**config.mk**
```make
export PLATFORM = sky130hd
export DESIGN_NAME = lic_host_port
export DESIGN_NICKNAME = d
export VERILOG_FILES = /design/src/rtl/lic_i2c_slave.v /design/src/rtl/lic_host_port.v
export VERILOG_INCLUDE_DIRS = /design/src /design/src/common
export SDC_FILE = /design/constraint.sdc
export NUM_CORES = 1
export LEC_CHECK = 0
export BUFFER_PORTS_ARGS = -buffer_cell sky130_fd_sc_hd__buf_4
export CAP_MARGIN = 5
export CELL_PAD_IN_SITES_DETAIL_PLACEMENT = 1
export CELL_PAD_IN_SITES_GLOBAL_PLACEMENT = 2
export CORE_MARGIN = 4
export CORE_UTILIZATION = 45
export CTS_BUF_LIST = sky130_fd_sc_hd__clkbuf_4 sky130_fd_sc_hd__clkbuf_8
export DETAILED_ROUTE_END_ITERATION = 12
export HOLD_SLACK_MARGIN = 0.1
export PLACE_DENSITY_LB_ADDON = 0.12
export REMOVE_ABC_BUFFERS = 1
export SYNTH_ARGS = -nofsm -noshare
export SYNTH_HDL_FRONTEND = slang
export SYNTH_SLANG_ARGS = --single-unit
```
**constraint.sdc**
```tcl
create_clock -name sys_clk -period 3.8 [get_ports sys_clk]
set_clock_uncertainty 0.05 [all_clocks]
set_input_delay 0.19 -clock sys_clk [delete_from_list [all_inputs] [get_ports sys_clk]]
set_output_delay 0.19 -clock sys_clk [all_outputs]
set_load 0.005 [all_outputs]
```
**src/common/lic_regs.vh**
```
`ifndef LIC_REGS_VH
`define LIC_REGS_VH

// system clock
`define LIC_CLK_MHZ      40
// internal operation time after each executed instruction
`define LIC_BUSY_NS      1000
`define LIC_BUSY_CYC     ((`LIC_BUSY_NS * `LIC_CLK_MHZ + 999) / 1000)

// slave address on the serial port (arbitrary)
`define LIC_I2C_ADDR     7'h3b

// function set fields
`define LIC_FS_DL        4
`define LIC_FS_M         2
`define LIC_FS_H         0
// set voltage fields
`define LIC_SV_SEL       6
// control byte fields on the serial port
`define LIC_CB_CO        7
`define LIC_CB_RS        6

// reset values
`define LIC_RST_DL       1'b1
`define LIC_RST_VOLT     6'h00
`define LIC_RST_TC       2'b00

// icon geometry
`define LIC_ICON_COUNT   120
`define LIC_ICONS_ROW    5
`define LIC_ROWS_CHAR    8

`endif

```
**src/rtl/lic_i2c_slave.v**
```verilog
`timescale 1ns/1ps
`default_nettype none
`include "lic_regs.vh"

module lic_i2c_slave (
    input  wire       sys_clk,
    input  wire       nrst,
    input  wire       clk_en,
    input  wire       scl_in,
    input  wire       sda_in,
    output wire       sda_out,
    output reg        sda_oe_ff,
    output reg        rx_valid_ff,
    output reg  [7:0] rx_byte_ff,
    output reg        rx_rs_ff,
    input  wire [7:0] tx_byte
);
    localparam [2:0] S_IDLE  = 3'd0;
    localparam [2:0] S_RX    = 3'd1;
    localparam [2:0] S_RXACK = 3'd2;
    localparam [2:0] S_TX    = 3'd3;
    localparam [2:0] S_TXACK = 3'd4;
    localparam [6:0] SLV_ADR = `LIC_I2C_ADDR;

    reg [1:0] scl_m_ff, sda_m_ff;
    reg       scl_s_ff, sda_s_ff, scl_d_ff, sda_d_ff;
    reg [2:0] state_ff;
    reg [3:0] bit_cnt_ff;
    reg [7:0] sh_ff;
    reg       adr_ph_ff, rd_ff, ctl_ph_ff, co_ff, nack_ff;
    wire      scl_rise = scl_s_ff & ~scl_d_ff;
    wire      scl_fall = ~scl_s_ff & scl_d_ff;
    wire      start_c  = scl_s_ff & scl_d_ff & ~sda_s_ff & sda_d_ff;
    wire      stop_c   = scl_s_ff & scl_d_ff & sda_s_ff & ~sda_d_ff;

    // only low is ever driven; the clock line is never touched
    assign sda_out = 1'b0;

    always @(posedge sys_clk or negedge nrst) begin
        if (!nrst) begin
            scl_m_ff    <= 2'b11;
            sda_m_ff    <= 2'b11;
            scl_s_ff    <= 1'b1;
            sda_s_ff    <= 1'b1;
            scl_d_ff    <= 1'b1;
            sda_d_ff    <= 1'b1;
            state_ff    <= S_IDLE;
            bit_cnt_ff  <= 4'h0;
            sh_ff       <= 8'h00;
            adr_ph_ff   <= 1'b0;
            rd_ff       <= 1'b0;
            ctl_ph_ff   <= 1'b1;
            co_ff       <= 1'b0;
            nack_ff     <= 1'b0;
            sda_oe_ff   <= 1'b0;
            rx_valid_ff <= 1'b0;
            rx_byte_ff  <= 8'h00;
            rx_rs_ff    <= 1'b0;
        end else if (clk_en) begin
            scl_m_ff    <= {scl_m_ff[0], scl_in};
            sda_m_ff    <= {sda_m_ff[0], sda_in};
            scl_s_ff    <= scl_m_ff[1];
            sda_s_ff    <= sda_m_ff[1];
            scl_d_ff    <= scl_s_ff;
            sda_d_ff    <= sda_s_ff;
            rx_valid_ff <= 1'b0;
            if (start_c) begin
                state_ff   <= S_RX;
                bit_cnt_ff <= 4'h0;
                adr_ph_ff  <= 1'b1;
                ctl_ph_ff  <= 1'b1;
                sda_oe_ff  <= 1'b0;
            end else if (stop_c) begin
                state_ff  <= S_IDLE;
                sda_oe_ff <= 1'b0;
            end else begin
                case (state_ff)
                    S_RX: begin
                        if (scl_rise) begin
                            sh_ff      <= {sh_ff[6:0], sda_s_ff};
                            bit_cnt_ff <= bit_cnt_ff + 4'h1;
                        end else if (scl_fall && bit_cnt_ff == 4'h8) begin
                            if (adr_ph_ff) begin
                                adr_ph_ff <= 1'b0;
                                rd_ff     <= sh_ff[0];
                                if (sh_ff[7:1] == SLV_ADR) begin
                                    state_ff  <= S_RXACK;
                                    sda_oe_ff <= 1'b1;
                                end else begin
                                    state_ff <= S_IDLE;
                                end
                            end else begin
                                state_ff  <= S_RXACK;
                                sda_oe_ff <= 1'b1;
                                if (ctl_ph_ff) begin
                                    co_ff     <= sh_ff[`LIC_CB_CO];
                                    rx_rs_ff  <= sh_ff[`LIC_CB_RS];
                                    ctl_ph_ff <= 1'b0;
                                end else begin
                                    rx_byte_ff  <= sh_ff;
                                    rx_valid_ff <= 1'b1;
                                    ctl_ph_ff   <= co_ff;
                                end
                            end
                        end
                    end
                    S_RXACK: begin
                        if (scl_fall) begin
                            bit_cnt_ff <= 4'h0;
                            if (rd_ff) begin
                                state_ff  <= S_TX;
                                sh_ff     <= {tx_byte[6:0], 1'b0};
                                sda_oe_ff <= ~tx_byte[7];
                            end else begin
                                state_ff  <= S_RX;
                                sda_oe_ff <= 1'b0;
                            end
                        end
                    end
                    S_TX: begin
                        if (scl_fall) begin
                            if (bit_cnt_ff == 4'h7) begin
                                state_ff  <= S_TXACK;
                                sda_oe_ff <= 1'b0;
                            end else begin
                                sda_oe_ff  <= ~sh_ff[7];
                                sh_ff      <= {sh_ff[6:0], 1'b0};
                                bit_cnt_ff <= bit_cnt_ff + 4'h1;
                            end
                        end
                    end
                    S_TXACK: begin
                        if (scl_rise) begin
                            nack_ff <= sda_s_ff;
                        end else if (scl_fall) begin
                            bit_cnt_ff <= 4'h0;
                            if (nack_ff) begin
                                state_ff  <= S_IDLE;
                                sda_oe_ff <= 1'b0;
                            end else begin
                                state_ff  <= S_TX;
                                sh_ff     <= {tx_byte[6:0], 1'b0};
                                sda_oe_ff <= ~tx_byte[7];
                            end
                        end
                    end
                    default: begin
                        sda_oe_ff <= 1'b0;
                    end
                endcase
            end
        end
    end
endmodule // lic_i2c_slave

`default_nettype wire

```
**src/rtl/lic_host_port.v**
```verilog
`timescale 1ns/1ps
`default_nettype none
`include "lic_regs.vh"

module lic_host_port (
    input  wire       sys_clk,
    input  wire       nrst,
    input  wire       clk_en,
    input  wire       par_strobe,
    input  wire       register_select,
    input  wire       par_read_sel,
    input  wire [7:0] parallel_data_lines_in,
    output reg  [7:0] parallel_data_lines_out,
    output wire [7:0] parallel_data_lines_oe,
    output wire [3:0] low_lines_pullup,
    input  wire       scl_in,
    input  wire       sda_in,
    output wire       sda_out,
    output wire       sda_oe,
    input  wire       power_down,
    input  wire [6:0] icon_sel,
    input  wire       blink_odd_phase,
    output reg        icon_on,
    output reg        icon_blink_enable,
    output reg        icon_mode_select,
    output reg        split_mirror,
    output reg        col_mirror,
    output reg        row_mirror,
    output reg        temp_coeff_sel_hi,
    output reg        temp_coeff_sel_lo,
    output reg  [5:0] lcd_drive_voltage,
    output reg        vgen_enable,
    output reg        bus_width_select,
    output reg        ext_instr_set,
    output reg        two_line_mode,
    output reg        display_on,
    output wire       internal_op_pending
);
    localparam integer BUSY_CYC = `LIC_BUSY_CYC;
    localparam [7:0]   BUSY_LD  = BUSY_CYC[7:0];

    function [5:0] icon_addr;
        input [6:0] sel;
        input       odd;
        reg   [6:0] chr;
        reg   [6:0] row;
        begin
            chr       = sel / 7'd40;
            row       = (sel % 7'd40) / 7'd5;
            icon_addr = {odd, chr[1:0], row[2:0]};
        end
    endfunction

    function [2:0] icon_bit;
        input [6:0] sel;
        reg   [6:0] pos;
        begin
            pos      = 7'd4 - (sel % 7'd5);
            icon_bit = pos[2:0];
        end
    endfunction

    reg  [4:0] char_generator_ram [0:63];
    reg  [1:0] e_m_ff, rs_m_ff, rw_m_ff, pd_m_ff;
    reg  [7:0] db_m_ff, db_s_ff;
    reg        e_s_ff, rs_s_ff, rw_s_ff, pd_s_ff, e_d_ff;
    reg        nib_ff;
    reg  [3:0] hi_nib_ff;
    reg        pend_ff, pend_rs_ff, pend_ser_ff;
    reg  [7:0] pend_byte_ff;
    reg  [7:0] busy_cnt_ff;
    reg  [6:0] addr_ctr_ff;
    reg  [5:0] volt_char_ff, volt_icon_ff;
    reg        cg_sel_ff;
    reg        rd_en_ff;
    wire       ser_valid, ser_rs;
    wire [7:0] ser_byte;
    wire       e_fall = ~e_s_ff & e_d_ff;
    wire       busy = busy_cnt_ff != 8'h00;
    wire       exec = pend_ff & ~busy;
    wire [4:0] dr_val = char_generator_ram[addr_ctr_ff[5:0]];
    wire [7:0] stat_val = {internal_op_pending, addr_ctr_ff};
    reg  [7:0] rd_val;
    reg        par_done;
    reg  [7:0] par_byte;
    reg  [5:0] ic_addr;
    reg  [5:0] sel_volt;

    assign internal_op_pending = pend_ff | busy;
    assign low_lines_pullup = {4{~bus_width_select}};
    assign parallel_data_lines_oe = {{4{rd_en_ff}}, {4{rd_en_ff & bus_width_select}}};

    lic_i2c_slave u_ser (
        .sys_clk     (sys_clk),
        .nrst        (nrst),
        .clk_en      (clk_en),
        .scl_in      (scl_in),
        .sda_in      (sda_in),
        .sda_out     (sda_out),
        .sda_oe_ff   (sda_oe),
        .rx_valid_ff (ser_valid),
        .rx_byte_ff  (ser_byte),
        .rx_rs_ff    (ser_rs),
        .tx_byte     (rd_val)
    );

    always @* begin
        // serial read source follows the last control byte
        rd_val = ser_rs ? {3'b000, dr_val} : stat_val;
        par_done = 1'b0;
        par_byte = db_s_ff;
        if (e_fall && !rw_s_ff) begin
            if (bus_width_select) begin
                par_done = 1'b1;
            end else if (nib_ff) begin
                par_done = 1'b1;
                par_byte = {hi_nib_ff, db_s_ff[7:4]};
            end
        end
    end

    always @* begin
        ic_addr  = icon_addr(icon_sel, icon_blink_enable & blink_odd_phase);
        sel_volt = icon_mode_select ? volt_icon_ff : volt_char_ff;
    end

    // pin synchronisers and parallel strobe tracking
    always @(posedge sys_clk or negedge nrst) begin
        if (!nrst) begin
            e_m_ff    <= 2'b00;
            rs_m_ff   <= 2'b00;
            rw_m_ff   <= 2'b00;
            pd_m_ff   <= 2'b00;
            db_m_ff   <= 8'hff;
            e_s_ff    <= 1'b0;
            rs_s_ff   <= 1'b0;
            rw_s_ff   <= 1'b0;
            pd_s_ff   <= 1'b0;
            db_s_ff   <= 8'hff;
            e_d_ff    <= 1'b0;
            nib_ff    <= 1'b0;
            hi_nib_ff <= 4'h0;
            rd_en_ff  <= 1'b0;
            parallel_data_lines_out <= 8'h00;
        end else if (clk_en) begin
            e_m_ff  <= {e_m_ff[0], par_strobe};
            rs_m_ff <= {rs_m_ff[0], register_select};
            rw_m_ff <= {rw_m_ff[0], par_read_sel};
            pd_m_ff <= {pd_m_ff[0], power_down};
            db_m_ff <= parallel_data_lines_in;
            e_s_ff  <= e_m_ff[1];
            rs_s_ff <= rs_m_ff[1];
            rw_s_ff <= rw_m_ff[1];
            pd_s_ff <= pd_m_ff[1];
            db_s_ff <= db_m_ff;
            e_d_ff  <= e_s_ff;
            rd_en_ff <= e_s_ff & rw_s_ff;
            if (bus_width_select) begin
                parallel_data_lines_out <= rs_s_ff ? {3'b000, dr_val} : stat_val;
            end else if (!nib_ff) begin
                parallel_data_lines_out <= rs_s_ff ? {3'b000, dr_val[4], 4'hf} : {stat_val[7:4], 4'hf};
            end else begin
                parallel_data_lines_out <= rs_s_ff ? {dr_val[3:0], 4'hf} : {stat_val[3:0], 4'hf};
            end
            if (bus_width_select) begin
                nib_ff <= 1'b0;
            end else if (e_fall) begin
                nib_ff <= ~nib_ff;
                if (!nib_ff)
                    hi_nib_ff <= db_s_ff[7:4];
            end
        end
    end

    // pending instruction and busy time
    always @(posedge sys_clk or negedge nrst) begin
        if (!nrst) begin
            pend_ff      <= 1'b0;
            pend_rs_ff   <= 1'b0;
            pend_ser_ff  <= 1'b0;
            pend_byte_ff <= 8'h00;
            busy_cnt_ff  <= 8'h00;
        end else if (clk_en) begin
            if (exec) begin
                pend_ff     <= 1'b0;
                busy_cnt_ff <= BUSY_LD;
            end else if (busy) begin
                busy_cnt_ff <= busy_cnt_ff - 8'h01;
            end
            if (par_done) begin
                pend_ff      <= 1'b1;
                pend_rs_ff   <= rs_s_ff;
                pend_ser_ff  <= 1'b0;
                pend_byte_ff <= par_byte;
            end else if (ser_valid) begin
                pend_ff      <= 1'b1;
                pend_rs_ff   <= ser_rs;
                pend_ser_ff  <= 1'b1;
                pend_byte_ff <= ser_byte;
            end
        end
    end

    always @(posedge sys_clk) begin
        if (clk_en && exec && pend_rs_ff && cg_sel_ff)
            char_generator_ram[addr_ctr_ff[5:0]] <= pend_byte_ff[4:0];
    end

    // instruction execution
    always @(posedge sys_clk or negedge nrst) begin
        if (!nrst) begin
            icon_blink_enable <= 1'b0;
            icon_mode_select  <= 1'b0;
            split_mirror      <= 1'b0;
            col_mirror        <= 1'b0;
            row_mirror        <= 1'b0;
            temp_coeff_sel_hi <= 1'b0;
            temp_coeff_sel_lo <= 1'b0;
            volt_char_ff      <= `LIC_RST_VOLT;
            volt_icon_ff      <= `LIC_RST_VOLT;
            bus_width_select  <= `LIC_RST_DL;
            ext_instr_set     <= 1'b0;
            two_line_mode     <= 1'b0;
            display_on        <= 1'b0;
            addr_ctr_ff       <= 7'h00;
            cg_sel_ff         <= 1'b0;
        end else if (clk_en && exec) begin
            if (pend_rs_ff) begin
                addr_ctr_ff <= addr_ctr_ff + 7'h01;
            end else if (pend_byte_ff[7:5] == 3'b001) begin
                bus_width_select <= pend_ser_ff | pend_byte_ff[`LIC_FS_DL];
                two_line_mode    <= pend_byte_ff[`LIC_FS_M];
                ext_instr_set    <= pend_byte_ff[`LIC_FS_H];
            end else if (!ext_instr_set) begin
                casez (pend_byte_ff)
                    8'b1???_????: begin
                        addr_ctr_ff <= pend_byte_ff[6:0];
                        cg_sel_ff   <= 1'b0;
                    end
                    8'b01??_????: begin
                        addr_ctr_ff <= {addr_ctr_ff[6], pend_byte_ff[5:0]};
                        cg_sel_ff   <= 1'b1;
                    end
                    8'b0000_1???: begin
                        display_on <= pend_byte_ff[2];
                    end
                    default: begin
                        cg_sel_ff <= cg_sel_ff;
                    end
                endcase
            end else begin
                casez (pend_byte_ff)
                    8'b1???_????: begin
                        if (pend_byte_ff[`LIC_SV_SEL])
                            volt_icon_ff <= pend_byte_ff[5:0];
                        else
                            volt_char_ff <= pend_byte_ff[5:0];
                    end
                    8'b0001_00??: begin
                        temp_coeff_sel_hi <= pend_byte_ff[1];
                        temp_coeff_sel_lo <= pend_byte_ff[0];
                    end
                    8'b0000_1???: begin
                        icon_mode_select  <= pend_byte_ff[2];
                        icon_blink_enable <= pend_byte_ff[1];
                    end
                    8'b0000_01??: begin
                        col_mirror <= pend_byte_ff[1];
                        row_mirror <= pend_byte_ff[0];
                    end
                    8'b0000_001?: begin
                        split_mirror <= pend_byte_ff[0];
                    end
                    default: begin
                        cg_sel_ff <= cg_sel_ff;
                    end
                endcase
            end
        end
    end

    // icon state and voltage generator control
    always @(posedge sys_clk or negedge nrst) begin
        if (!nrst) begin
            icon_on           <= 1'b0;
            lcd_drive_voltage <= `LIC_RST_VOLT;
            vgen_enable       <= 1'b0;
        end else if (clk_en) begin
            icon_on           <= char_generator_ram[ic_addr][icon_bit(icon_sel)];
            lcd_drive_voltage <= sel_volt;
            vgen_enable       <= (sel_volt != 6'h00) & display_on & ~pd_s_ff;
        end
    end
endmodule // lic_host_port

`default_nettype wire

```
# Yosys cells after proc, flatten, opt, wreduce, memory -nomap -nowiden
# Memory sizes are Yosys's and may differ from the RTL's.
# Index checks and enable logic that the tools add are counted.
# Widths: inputs -> output; s select.
dict set report totals {
  word_cells 287
  memories 1
  ram_bits 320
  regBits 140
  in_bits 25
  output_inout_bits 42
}
# name depth word_bits rd rd_clocked_by_memory_dff write_ports line_no
set mem_list {}
lappend mem_list {char_generator_ram 64 5 2 0 1 lic_host_port.v:63} ;# reg [4:0] char_generator_ram [0:63];
dict set report classes {
  order_cmp 1
  n_eq_ne 39
  div 4
  n_addsub 4
  n_reduce_logical 46
  mux 99
  n_bitwise 36
}
# cell count
set ops {}
lappend ops {{$mux 8} 21}
lappend ops {{$mux 1} 47}
lappend ops {{$reduce_and 5->1} 9}
lappend ops {{$pmux 8 s4} 1}
lappend ops {{$mux 4} 7}
lappend ops {{$mux 3} 9}
lappend ops {{$reduce_and 8->1} 3}
lappend ops {{$mux 7} 3}
lappend ops {{$ne 4x1->1 const B} 5}
lappend ops {{$not 1->1} 20}
lappend ops {{$reduce_and 6->1} 3}
lappend ops {{$pmux 4 s4} 1}
lappend ops {{$and 1x1->1} 14}
lappend ops {{$ne 2x1->1 const B} 7}
lappend ops {{$ne 2x2->1 const B} 7}
lappend ops {{$pmux 7 s2} 1}
lappend ops {{$reduce_and 7->1} 2}
lappend ops {{$reduce_bool 2->1} 7}
lappend ops {{$pmux 3 s4} 1}
lappend ops {{$reduce_and 12->1} 1}
lappend ops {{$reduce_bool 6->1} 2}
lappend ops {{$reduce_and 9->1} 1}
lappend ops {{$mux 2} 4}
lappend ops {{$ne 4x4->1 const B} 2}
lappend ops {{other kinds (38)} 51}

# Depth between registers and ports, before layout
dict set report logic_depth {
  ltp_word 10
  mapped_depth 30
  mapped_depth_nobuf 26
}

# Hierarchy
# Synthesis repeated with hierarchy kept, for this count alone.
dict set report unflattened {
  hier_cells 1908
  area_unflattened_um2 22470.3
}
# mod seq_area_each_um2 n_inst cells_each area_per_inst_um2
set modules_own_cells {}
lappend modules_own_cells {lic_host_port 12157.9 1 1717 20349.5}
lappend modules_own_cells {lic_i2c_slave 987.2 1 191 2120.8}

# Worst setup path after synthesis
# Ideal clock, no wire load.
dict set report synth_path {
  kind {input-to-reg}
  start {input icon_sel[5]}
  end {register icon_on}
  path_stages 30
  required_ns 3.654
  setup_slack_ns -1.837
  arrival_time_ns 5.491
  setup_time_ns 0.096
  path_buffers 4
  path_cell_list {buf_2 > clkbuf_1 > inv_1 > ha_1 > buf_2 > buf_2 > o21bai_1 > a211oi_1 > a21oi_1 > nand2b_1 > a21oi_1 > or4b_4 > nor2_1 > xnor2_1 > ha_1 > inv_1 > a21o_1 > nand2b_1 > a21oi_1 > o22ai_1 > a211oi_2 > o32ai_2 > mux2_2 > ha_1 > nor2_1 > nand2_1 > a2111o_1 > o2111ai_1 > a211oi_1 > a311oi_2}
}
dict set report synth_between {
  elab_chain_cells 5
  word_cells_on_any_way 8
  classes_between {add/sub (1); div (4); mux (2); memory (1)}
}
# item line_no
set synth_lines {}
lappend synth_lines {{start, declared} lic_host_port.v:21} ;# input wire [6:0] icon_sel,
lappend synth_lines {{$mod 7x6->7} lic_host_port.v:49} ;# row = (sel % 7'd40) / 7'd5;
lappend synth_lines {{$div 7x3->7} lic_host_port.v:49}
lappend synth_lines {{$mem_v2 64x5} n/a}
lappend synth_lines {{$bmux 1 s3 (*)} lic_host_port.v:289} ;# icon_on <= char_generator_ram[ic_addr][icon_bit(icon_sel)];
lappend synth_lines {{$mux 1 (implied by the code) (*)} lic_host_port.v:289}
lappend synth_lines {{end signal, assigned} lic_host_port.v:289}
lappend synth_lines {{end, declared} lic_host_port.v:23} ;# output reg icon_on,
# Every way passes the cells marked *; elsewhere a longest branch is shown, timed or not. The select of a mux whose other input is x is not followed.
# A chain may end at the register's enable or synchronous reset.

# Worst setup path in the final report
# Same ends and word-level chain as after synthesis.

==> metrics.md <==
| Metric | Value |
|---|---|
| Cell area after placement | `approximately 26000 um^2` |
| Remaining DRCs | `0` |
| Post-synth top area cell | `edfxtp_1` |
| Syn Std Cell Area | `22930 um^2` |
| Setup ws final | `-0.6471 ns` |
| Place WS | `-1.768 ns` |
| Fin. Hold Viols | `0` |
| Asr flop ratio synth | `30.43%` |
| Critical Path Fanout Max | `4` |
| Fraction of layout cells with a size suffix above 1 | `29.67%` |
| Final ANT Viol Nets | `0` |
| Starting density of the core | `a little under half` |
| WHS | `0.1030 ns` |
| IO Count | `67` |
| CTS tree | `yes` |
| Failing checks | `setup timing` |
| DR pass1 iterations | `6` |
| Critical Path Source Type | `primary input` |
| Logic gate share of total power | `between 20% and 30%` |
| CP Buf/Inv Count | `3` |
| Top cells by area, synth | `edfxtp_1 (42%), dfrtp_1 (12%), mux2i_1 (4.8%)` |
| Multi-input combinational cell area | `9238 um^2` |
| Distinct cells, synth | `86` |
| P_sw | `5.212 mW` |
| Synth Register Bits | `460` |
| Overflow after GRT | `0` |
| Crit path capture type | `flip-flop` |
| Power Dens Cells | `548.1 nW/um^2` |
| Worst skew pair latency | `roughly 0.67 ns` |
| Synthesis warning total | `0` |
| Leakage | `11.00 nW` |
| Status | `complete, but fails checks` |
| Syn Area/Cell | `11.53 um^2` |
| Clock slew at reported path FFs | `0.07 ns` |
| Reg-to-Reg Start | `addr_ctr_ff[2]` |
| Most numerous cell in the Yosys netlist | `edfxtp_1` |
| EDFF count, synth | `320` |
| Slew Viols, Final | `0` |
| Req. time, crit path | `~4.3 ns` |
| Vias per inst | `between 6 and 7` |
| RSZ-0062 raised after global routing | `true` |
| Design area | `28360 um^2` |
| Final setup viols | `1` |
| Fin crit share | `117.0%` |
| Global-route wire length before repair | `around 130 mm` |
| VDD IR max | `323.2 uV` |
| CTS max path bufs | `3` |
| DR vias | `19210` |
| Initial DRC Count | `1924` |
| Placed wire-length estimate | `59.31 mm` |
| # rows | `82` |
| Synth cell count leaders | `edfxtp_1 (320), nand2_1 (187), nor2_1 (175)` |
| Filler cells | `~5300` |
| Sequential share of power | `42.0%` |
| Diode count | `0` |
| Fin nets | `~2400` |
| Min-delay worst type | `primary input to asynchronous set/reset pin` |
| WL final | `85.23 mm` |
| Port buffer count | `65` |
| H-tree lvl count | `3` |
| Most used DFF post-synth | `edfxtp_1` |
| Final min period | `4.447 ns` |
| DIE WIDTH | `about 230 um` |
| Core ar. | `50270 um^2` |
| CP delay by family, top | `compound AO/OA/AOI/OAI gates` |
| Max-cap viol count | `0` |
| Critical path's largest stage delay | `0.56 ns` |
| Sequential-to-total area share from yosys stat | `a little under three fifths` |
| P&R area growth vs syn | `23.66%` |
| Crit path DAT | `4.99 ns` |
| Switching share of total power | `33.53%` |
| Crit path from | `icon_sel[5]` |
| Full die area | `54640 um^2` |
| Mapped Cells | `1989` |
| Fmax achieved | `about 220 MHz` |
| Tot GR Track Use | `31.17%` |
| WL/cell | `27.87 um` |
| Register area | `13150 um^2` |
| Maximum number of pins on one net before global-route repair | `between 80 and 90` |
| Tightest Pin Transition | `1.238 ns` |
| Internal | `10.33 mW` |
| Crit-path slowest cell | `or4b_4` |
| Initial antenna violation count | `2` |
| Die Span Y | `around 230 um` |
| CTS sink cnt | `460` |
| Top-area cell type share of the netlist area | `41.90%` |
| CTS Buf Count | `79` |
| Routability cong. | `0.9242` |
| Rel. slew slack | `17.50%` |
| Setup CP Type | `primary input to flip-flop` |
| Number of global-route vias before repair | `20220` |
| Clock Power Share | `29.7%` |
| Root Driver | `clkbuf_8` |
what timing repair did:
action                     CTS  global route
setup buffers                6             0
hold endpoints to repair   104             0
pin swaps                   21             1
hold buffers                16             0
resized for setup           30             5
setup endpoints to repair    2             4
metrics by stage:
stage	setup TNS [ns]	std cells	utilization (%)	power (mW)
detailed placement	-1.768	2890	52.47	10.79
finish	-0.6471	3058	56.41	15.54
floorplan	-56.10	1832	-	8.686
CTS	-0.5351	3057	56.35	15.54
global route	-0.8834	3058	56.41	16.22
global placement	-1.598	2890	52.47	10.65
cell type report:
| cell class | count | share of cell area, % |
|---|---|---|
| timing repair buffer | 409 | 12.09 |
| inverter | 23 | 0.3221 |
| clock buffer | 118 | 5.065 |
| sequential | 460 | 46.37 |
| multi-input combinational | 1349 | 32.57 |
| clock inverter | 27 | 0.6132 |
| tap | 672 | 2.965 |
metal layers:
layer  vias up  wire length [um]  GRT usage (%)
li1       8347                 -              -
met3       236              6902          6.050
met5         -                21              0
met2       886             41150          51.73
met4         4              4151          14.35
met1      9733             33000          39.69
registers in the layout (all words and copies together), names as in the netlist, 7 cells and up:
signal and cells:
addr_ctr_ff 7, busy_cnt_ff 8, char_generator_ram 320, db_m_ff 8
db_s_ff 8, parallel_data_lines_out 8, pend_byte_ff 8, u_ser.rx_byte_ff 8
u_ser.sh_ff 8
power by group through the flow:
stage	Clock [mW]	Sequential [mW]	Combinational (mW)
2_1_floorplan	0	6.52	2.17
3_3_place_gp	0	6.59	4.06
3_5_place_dp	0	6.61	4.17
4_1_cts	4.70	6.52	4.33
5_1_grt	4.95	6.58	4.69
6_report	4.62	6.52	4.40
path summary, 6_finish.rpt:
path,to,slack (ns),depth (start not counted)
worst max-delay path,icon_on,-0.65,27
worst min-delay path,u_ser.bit_cnt_ff[0],0.10,2
worst max register to register,u_ser.sh_ff[1],0.11,13
worst min register to register,rw_m_ff[1],0.45,1
max in group asynchronous,pend_byte_ff[4],2.71,3
min in group sys_clk,rw_m_ff[0],0.26,3
cells by family after synthesis:
logic type | share of synthesized area, %
AOI/OAI and AO/OA | 16.33
DFF | 57.32
other | 0.01635
adders and majority gates | 0.6001
xor gates and xnor gates | 0.6056
and+or+nand+nor | 12.17
muxes | 9.580
buffers and inverters | 3.382
placed cells by master, fill, tap and decap left out, types with 9 or more instances in the layout:
master / count
a211oi_1: 15
a21o_1: 9
a21oi_1: 82
a221oi_1: 37
a22o_1: 38
a22oi_1: 93
a311oi_1: 16
a31oi_1: 42
a32oi_1: 9
and3_1: 30
buf_12: 24
buf_4: 364
clkbuf_4: 30
clkbuf_8: 88
clkinv_1: 14
dfrtp_1: 109
dfstp_2: 26
dlygate4sd3_1: 16
edfxtp_1: 320
inv_1: 18
mux2_2: 79
mux2i_1: 110
nand2_1: 185
nand2b_1: 12
nand3_1: 74
nand4_1: 20
nor2_1: 168
nor2b_1: 13
nor3_1: 17
o21ai_0: 67
o22a_1: 9
o22ai_1: 20
xnor2_1: 11
Note: power is estimated with default switching activity, not from simulation.
